===== src/rtl/passthru_port_map.svh =====
// named constants for the add-on pass-thru and direct fifo port
`ifndef PASSTHRU_PORT_MAP_SVH
`define PASSTHRU_PORT_MAP_SVH
`define FIFO_DEPTH      8
`define FIFO_PTR_W      3
`define FIFO_CNT_W      4
`define DATA_W          32
`define HALF_W          16
`define BE_NONE         4'hf
`define REGION_NONE     2'h0
`define ADDR_RESET      32'h0000_0000
`define CNT_ZERO        4'h0
`define CNT_ONE         4'h1
`define PTR_ONE         3'h1
`define BUS_MODE_32     1'b0
`endif


===== src/rtl/passthru_port_pkg.sv =====
// types for the add-on pass-thru and direct fifo port
package passthru_port_pkg;
	typedef enum logic [1:0] {
		PT_IDLE,
		PT_ATTN,
		PT_DONE
	} pt_state_t;
endpackage


===== src/rtl/local_fifo.sv =====
// small synchronous fifo used for both transfer directions
`timescale 1ns/1ns
`include "passthru_port_map.svh"
module local_fifo (
	input  wire logic               clk,
	input  wire logic               rst_n,
	input  wire logic               push,
	input  wire logic [31:0]        push_data,
	input  wire logic               pop,
	output logic      [31:0]        pop_data,
	output logic                    full,
	output logic                    empty
);
	typedef struct packed {
		logic [`FIFO_PTR_W-1:0] wr;
		logic [`FIFO_PTR_W-1:0] rd;
		logic [`FIFO_CNT_W-1:0] cnt;
	} fifo_st_t;

	fifo_st_t        st_r;
	fifo_st_t        st_nxt;
	logic [31:0]     mem [`FIFO_DEPTH];
	logic            do_push;
	logic            do_pop;

	// ============================================================
	// flags and qualified strobes
	assign full     = (st_r.cnt == `FIFO_DEPTH);
	assign empty    = (st_r.cnt == `CNT_ZERO);
	assign do_push  = push && !full;  // writes to a full fifo are dropped
	assign do_pop   = pop && !empty;
	assign pop_data = mem[st_r.rd];

	// next pointers and count
	always_comb begin
		st_nxt = st_r;
		if (do_push) begin
			st_nxt.wr = st_r.wr + `PTR_ONE;
		end
		if (do_pop) begin
			st_nxt.rd = st_r.rd + `PTR_ONE;
		end
		if (do_push && !do_pop) begin
			st_nxt.cnt = st_r.cnt + `CNT_ONE;
		end else if (do_pop && !do_push) begin
			st_nxt.cnt = st_r.cnt - `CNT_ONE;
		end
	end

	// storage carries no reset; only the pointers and count need a defined value
	always_ff @(posedge clk) begin
		if (do_push) begin
			mem[st_r.wr] <= push_data;
		end
	end

	always_ff @(posedge clk or negedge rst_n) begin
		if (!rst_n) begin
			st_r <= '0;
		end else begin
			st_r <= st_nxt;
		end
	end
endmodule // local_fifo


===== src/rtl/addon_passthru_fifo_port.sv =====
// add-on side pass-thru handshake and direct fifo strobe port
// How it works
// - attention goes low when a bus cycle hits a pass-thru region.
// - burst output goes low when the pass-thru cycle is a burst.
// - two-bit region number names one of four regions, valid with attention.
// - four active-low byte enables mark active bytes, valid with attention.
// - address read-out input drives the 32-bit pass-thru address on data bus.
// - direction output tells read or write, valid with attention.
// - system reset output is a buffered bus reset, also software driven.
// - buffered bus clock output copies the bus clock.
// - interrupt request output goes low on a significant internal event.
// - float input low puts every output into high impedance.
// - boot select high means serial or no boot memory, low byte-wide.
// - write strobe pushes bus data into the outbound fifo directly.
// - read strobe drives inbound fifo data onto the bus directly.
// - outbound full output shows whether more data fits; low requests writes.
// - inbound empty output shows whether data waits; low requests reads.
// - read data leaves the bus as soon as the read strobe rises.
`timescale 1ns/1ns
`include "passthru_port_map.svh"
module addon_passthru_fifo_port
	import passthru_port_pkg::*;
(
	input  wire logic               clk,
	input  wire logic               rst_n,
	// internal side: pass-thru request from the bus target
	input  wire logic               pt_req,
	input  wire logic [1:0]         pt_req_region,
	input  wire logic [3:0]         pt_req_byte_en_n,
	input  wire logic               pt_req_write,
	input  wire logic               pt_req_burst,
	input  wire logic [31:0]        pt_req_addr,
	output logic                    pt_req_taken,
	output logic                    pt_done,
	// internal side: fifo streams and events
	input  wire logic               in_push,
	input  wire logic [31:0]        in_push_data,
	output logic                    in_full,
	input  wire logic               out_pop,
	output logic [31:0]             out_pop_data,
	output logic                    out_valid,
	input  wire logic               bus_reset_n,
	input  wire logic               soft_reset,
	input  wire logic               event_pulse,
	input  wire logic               event_clear,
	output logic                    boot_byte_wide,
	// add-on pins
	output logic                    passthru_attention_n,
	output logic                    passthru_burst_n,
	output logic [1:0]              passthru_region_id,
	output logic [3:0]              passthru_byte_en_n,
	output logic                    passthru_direction,
	input  wire logic               passthru_ready_n,
	input  wire logic               passthru_addr_readout_n,
	input  wire logic               bus_width_16,
	input  wire logic               direct_fifo_write_n,
	input  wire logic               direct_fifo_read_n,
	input  wire logic [31:0]        dq_in,
	output logic [31:0]             dq_out,
	output logic [31:0]             dq_oe,
	output logic                    outbound_fifo_full,
	output logic                    inbound_fifo_empty,
	output logic                    outbound_fifo_empty_flag,
	output logic                    local_system_reset_n,
	output logic                    buffered_bus_clock,
	output logic                    irq_n,
	input  wire logic               output_float_n,
	output logic                    outputs_oe,
	input  wire logic               boot_device_serial
);
	typedef struct packed {
		pt_state_t   state;
		logic        attn_n;
		logic        burst_n;
		logic [1:0]  region;
		logic [3:0]  be_n;
		logic        dir;
		logic [31:0] addr;
		logic        taken;
		logic        done;
		logic        irq_n;
		logic        wfull;
		logic        rempty;
		logic        wempty;
		logic        oe;
		logic        boot_bw;
		logic        wr_prev_n;
		logic        rd_prev_n;
		logic        hi_half;
		logic [15:0] low_half;
	} port_st_t;

	port_st_t    st_r;
	port_st_t    st_nxt;
	logic        ib_full, ib_empty, ob_full, ob_empty;
	logic [31:0] ib_data;
	logic [31:0] ob_data;
	logic        ib_pop, ob_push;
	logic [31:0] ob_push_data;
	logic        local_system_reset_n_r;

	// 16-bit mode keeps only the low half of the bus
	function automatic logic [31:0] width_mask(input logic narrow);
		width_mask = narrow ? {{`HALF_W{1'b0}}, {`HALF_W{1'b1}}} : {`DATA_W{1'b1}};
	endfunction

	// ============================================================
	// fifos: inbound feeds add-on reads, outbound takes add-on writes
	local_fifo u_inbound (
		.clk       (clk),
		.rst_n     (rst_n),
		.push      (in_push),
		.push_data (in_push_data),
		.pop       (ib_pop),
		.pop_data  (ib_data),
		.full      (ib_full),
		.empty     (ib_empty)
	);

	local_fifo u_outbound (
		.clk       (clk),
		.rst_n     (rst_n),
		.push      (ob_push),
		.push_data (ob_push_data),
		.pop       (out_pop),
		.pop_data  (ob_data),
		.full      (ob_full),
		.empty     (ob_empty)
	);

	// ============================================================
	// pass-thru handshake, fifo strobes and status
	always_comb begin
		st_nxt           = st_r;
		st_nxt.taken     = 1'b0;
		st_nxt.done      = 1'b0;
		st_nxt.wr_prev_n = direct_fifo_write_n;
		st_nxt.rd_prev_n = direct_fifo_read_n;
		ib_pop           = 1'b0;
		ob_push          = 1'b0;
		ob_push_data     = dq_in & width_mask(bus_width_16);
		case (st_r.state)
			PT_IDLE: begin
				if (pt_req) begin
					st_nxt.state   = PT_ATTN;
					st_nxt.attn_n  = 1'b0;
					st_nxt.burst_n = !pt_req_burst;
					st_nxt.region  = pt_req_region;
					st_nxt.be_n    = pt_req_byte_en_n;
					st_nxt.dir     = pt_req_write;
					st_nxt.addr    = pt_req_addr;
					st_nxt.taken   = 1'b1;
				end
			end
			PT_ATTN: begin
				// everything holds until ready is seen
				if (!passthru_ready_n) begin
					st_nxt.state   = PT_DONE;
					st_nxt.attn_n  = 1'b1;
					st_nxt.burst_n = 1'b1;
					st_nxt.be_n    = `BE_NONE;
					st_nxt.region  = `REGION_NONE;
					st_nxt.dir     = 1'b0;
					st_nxt.done    = 1'b1;
				end
			end
			PT_DONE: begin
				// one idle cycle so a held ready is not taken twice
				st_nxt.state = PT_IDLE;
			end
			default: begin
				st_nxt.state = PT_IDLE;
			end
		endcase
		// one word per strobe, one half-word on the 16-bit bus: act on the falling edge only
		if (!direct_fifo_write_n && st_r.wr_prev_n) begin
			if (bus_width_16 && !st_r.hi_half) begin
				st_nxt.low_half = dq_in[15:0];
				st_nxt.hi_half  = 1'b1;
			end else begin
				ob_push = 1'b1;
				if (bus_width_16) begin
					ob_push_data   = {dq_in[15:0], st_r.low_half};
					st_nxt.hi_half = 1'b0;
				end
			end
		end
		// the read word leaves the fifo when the strobe is released
		if (direct_fifo_read_n && !st_r.rd_prev_n) begin
			ib_pop = 1'b1;
		end
		st_nxt.wfull   = ob_full;
		st_nxt.wempty  = ob_empty;
		st_nxt.rempty  = ib_empty;
		st_nxt.oe      = output_float_n;
		st_nxt.boot_bw = !boot_device_serial;
		// sticky event line, event wins over clear
		if (event_pulse) begin
			st_nxt.irq_n = 1'b0;
		end else if (event_clear) begin
			st_nxt.irq_n = 1'b1;
		end
	end

	always_ff @(posedge clk or negedge rst_n) begin
		if (!rst_n) begin
			st_r           <= '0;
			st_r.state     <= PT_IDLE;
			st_r.attn_n    <= 1'b1;
			st_r.burst_n   <= 1'b1;
			st_r.be_n      <= `BE_NONE;
			st_r.addr      <= `ADDR_RESET;
			st_r.irq_n     <= 1'b1;
			st_r.rempty    <= 1'b1;
			st_r.wempty    <= 1'b1;
			st_r.wr_prev_n <= 1'b1;
			st_r.rd_prev_n <= 1'b1;
		end else begin
			st_r <= st_nxt;
		end
	end

	// bus reset asserts with no clock; its release and soft reset wait for a clock edge
	always_ff @(posedge clk or negedge bus_reset_n) begin
		if (!bus_reset_n) begin
			local_system_reset_n_r <= 1'b0;
		end else begin
			local_system_reset_n_r <= !soft_reset;
		end
	end

	// ============================================================
	// pin drive; data bus is combinational so read release is immediate
	always_comb begin
		dq_out = `ADDR_RESET;
		dq_oe  = `ADDR_RESET;
		if (!passthru_addr_readout_n) begin
			dq_out = st_r.addr;
			dq_oe  = {`DATA_W{output_float_n}};
		end else if (!direct_fifo_read_n) begin
			dq_out = ib_data & width_mask(bus_width_16);
			dq_oe  = width_mask(bus_width_16) & {`DATA_W{output_float_n}};
		end
	end

	assign passthru_attention_n     = st_r.attn_n;
	assign passthru_burst_n         = st_r.burst_n;
	assign passthru_region_id       = st_r.region;
	assign passthru_byte_en_n       = st_r.be_n;
	assign passthru_direction       = st_r.dir;
	assign outbound_fifo_full       = st_r.wfull;
	assign inbound_fifo_empty       = st_r.rempty;
	assign outbound_fifo_empty_flag = st_r.wempty;
	assign irq_n                    = st_r.irq_n;
	assign outputs_oe               = st_r.oe;
	assign boot_byte_wide           = st_r.boot_bw;
	assign local_system_reset_n     = local_system_reset_n_r;
	assign buffered_bus_clock       = clk;
	assign pt_req_taken             = st_r.taken;
	assign pt_done                  = st_r.done;
	assign in_full                  = ib_full;
	assign out_pop_data             = ob_data;
	assign out_valid                = !ob_empty;
endmodule // addon_passthru_fifo_port


===== config.mk =====
export PLATFORM = sky130hd
export DESIGN_NAME = addon_passthru_fifo_port
export DESIGN_NICKNAME = d
export VERILOG_FILES = /design/src/rtl/passthru_port_pkg.sv /design/src/rtl/local_fifo.sv /design/src/rtl/addon_passthru_fifo_port.sv
export VERILOG_INCLUDE_DIRS = /design/src /design/src/rtl
export SDC_FILE = /design/constraint.sdc
export NUM_CORES = 1
export LEC_CHECK = 0
export BUFFER_PORTS_ARGS = -buffer_cell sky130_fd_sc_hd__buf_2
export CORE_AREA = 4 4 206 208
export CTS_CLUSTER_DIAMETER = 40
export CTS_CLUSTER_SIZE = 30
export DETAILED_ROUTE_END_ITERATION = 8
export DIE_AREA = 0 0 210 212
export PLACE_DENSITY = 0.8
export SETUP_SLACK_MARGIN = 0.2
export SYNTH_ARGS = -nofsm -noshare
export SYNTH_HDL_FRONTEND = slang
export SYNTH_SLANG_ARGS = --single-unit

===== constraint.sdc =====
create_clock -name clk -period 7.9 [get_ports clk]
set_clock_uncertainty 0.1 [all_clocks]
set_input_delay 1.58 -clock clk [delete_from_list [all_inputs] [get_ports clk]]
set_output_delay 1.58 -clock clk [all_outputs]
set_load 0.02 [all_outputs]

==> results.json <==
{
  "post_cts_resize_count": 0,
  "timing.final.ws_setup_ns": 1.875,
  "synth.distinct_cells": 49,
  "syn-num-nets": 1441,
  "placed_area_sq_um": 25660,
  "synth.avg_cell_area_sq_um": 18.46,
  "finalSetupViolCount": 0,
  "ff2ff_setup_slack_ns": 4.85,
  "antenna_found_initial": 11,
  "hold_path_class": "register to register",
  "cpPeakStageDelay_ns": 0.15,
  "gp_congestion": 0.7912,
  "cp_slowest_cell": "buf_2",
  "synth-seq-cells": 603,
  "area_growth_pct": 16.11,
  "yosys_most_used_dff": "edfxtp_1",
  "p_leak_nw": 10.18,
  "crit_type": "clock port to primary output",
  "grt_usage_pct": 23.64,
  "synth_area_sq_um": 24170,
  "hold_viol": 0,
  "syn_inst": 1309,
  "clk_pin_slew_ns": 0.05,
  "min_path_cells": 2,
  "firstDrtPassIters": 5,
  "initialDrtViolationCount": 1139,
  "critPathLaunchType": "clock port",
  "rr_startpoint": "u_inbound.st_r[0]",
  "finalPower_mw": 10.36,
  "crit_arrival_ns": 4.35,
  "yosysWarnings": 0,
  "nets": 1673,
  "clock_latency_ns": 0.69,
  "vias": 12940,
  "drv_cap": 0,
  "synth.top_cell.area_share_pct": 63.61,
  "grt_max_degree": 68,
  "setup_tns_ns": 0,
  "multi_input_area_sq_um": 5761,
  "outcome": "complete, no violations",
  "port-buffer-count": 236,
  "die_y_microns": 212,
  "placeableCoreArea_sq_um": 40550,
  "rows": 74,
  "routed_wl_mm": 52.66,
  "worstHoldStart": "irq_n",
  "crit_chain": "clkbuf_16, clkbuf_16, buf_2",
  "fill_cells": 2521,
  "crit_top_cell": "clkbuf_16",
  "dieWidth_microns": 210,
  "report.final.slew_viol_count": 0,
  "vias_per_cell": 6.084,
  "drive_gt1_share_pct": 35.34,
  "wl_per_cell_microns": 24.76,
  "num_io_pins": 237,
  "rsz0062_at_grt": "no",
  "critPathCaptureType": "primary output",
  "die-area_sq_um": 44520,
  "seqCellArea_sq_um": 17670,
  "tightest_slew_ns": 1.192,
  "synth_edf_count": 512,
  "r2r_end": "u_inbound.st_r[3]",
  "max_slew_margin_pct": 20.31,
  "final_antenna_net_count": 0,
  "hpwlAfterDp_mm": 30.45,
  "cp.required_ns": 6.22,
  "r2r_cells": 10,
  "ys_top_cells_by_area": "edfxtp_1 (64%), dfrtp_1 (8.3%), mux4_2 (7.7%)",
  "seq_area_frac_synth_pct": 73.09,
  "hold_buffers": 0,
  "synth_most_common_cell": "edfxtp_1",
  "cts_setup_buffers": 0,
  "cp_max_fo": 2,
  "grt_pass1_wl_mm": 78.96,
  "initial_utilization_pct": 59.60,
  "cts_tree": "done",
  "pre_cts_ws_ns": 2.135,
  "grt_pass1_vias": 13300,
  "final_cell_area_sq_um": 28060,
  "grt-ovfl-total": 0,
  "synthArstFlopShare_pct": 15.09,
  "p_per_area_nw_per_um2": 369.2,
  "drc": 0,
  "synth_top_cell_by_area": "edfxtp_1",
  "yosys-top-cells-count": "edfxtp_1 (512), mux4_2 (83), dfrtp_1 (80)",
  "ir_drop_mv": 0.2197,
  "min_to": "irq_n"
}
-- cell usage in the layout (no fill, tap or decap), drive strengths merged, types with 9 or more instances in the layout --
cell and n:
buf 264, nand2b 18, dfrtp 80, o211ai 24, a22oi 49, xnor2 10, ha 10, nand3 9
nand2 52, mux2 70, edfxtp 512, dfstp 11, mux4 96, o21ai 71, clkbuf 82, mux2i 66
clkinv 14, nor2 30, nor3 15, inv 60
-- worst max-delay path by stage --
stage / start / cells past startpoint / to / slack [ns]
after floorplan: output_float_n / 3 / dq_oe[17] / 1.54
after global placement: clk / 1 / buffered_bus_clock / 2.13
after detailed placement: clk / 1 / buffered_bus_clock / 2.13
after CTS: clk / 3 / buffered_bus_clock / 1.87
after global routing: clk / 3 / buffered_bus_clock / 1.87
final: clk / 3 / buffered_bus_clock / 1.87
-- per-layer routing --
layer / vias to the layer above / share of wire (%) / GRT usage, %
met4: 14 / 2.6 / 7.988
met5: - / 0.17 / 0
met1: 6610 / 37 / 30.34
met2: 616 / 51 / 39.46
li1: 5594 / - / -
met3: 107 / 9.1 / 6.891
-- through the flow --
step | hold slack [ns] | util [%] | cells
finish | 0.3844 | 69.20 | 2127
global route | 0.3939 | 69.19 | 2126
CTS | 0.3881 | 69.19 | 2125
detailed placement | 0.3778 | 63.26 | 2001
global placement | 0.3647 | 63.26 | 2001
floorplan | 0.3357 | - | 1309
-- cells by family (layout without fill, tap and decap cells) --
| kind of cell | after synthesis | after routing | share of synthesized area, % |
|---|---|---|---|
| muxes | 232 | 232 | 15.14 |
| DFF | 603 | 603 | 73.09 |
| adders and majority gates | 12 | 12 | 0.6833 |
| xor gates and xnor gates | 13 | 13 | 0.4711 |
| and+or+nand+nor | 138 | 138 | 2.676 |
| other | 0 | 2 | 0 |
| AOI/OAI and AO/OA | 164 | 164 | 4.395 |
| buffers and inverters | 147 | 431 | 3.541 |
-- worst max-delay path: cells and delay by family --
family	cells	cell delay [ns]
buffers and inverters	3	0.40
-- flip-flops by register name, indices dropped and copies added, names as in the netlist, 2 cells and up --
name                cells
u_inbound.mem         256
u_outbound.mem        256
st_r                   53
u_inbound.st_r         10
u_outbound.st_r        10
passthru_byte_en_n      4
passthru_region_id      2
-- power by group --
part | switching (mW) | internal, mW
registers | 0.346 | 3.98
logic | 1.54 | 1.19
clock network | 1.31 | 2.00
-- layout make-up --
cell class              instances  share of cell area [%]
repair buffers                263                   4.949
diodes                          2                 0.01783
inverters                      43                  0.5751
flip-flops and latches        603                   62.98
clock inverters                42                   1.783
clock buffers                  83                   6.795
multi-input cells             559                   20.53
well taps                     532                   2.372
(Power assumes the default switching activity.)
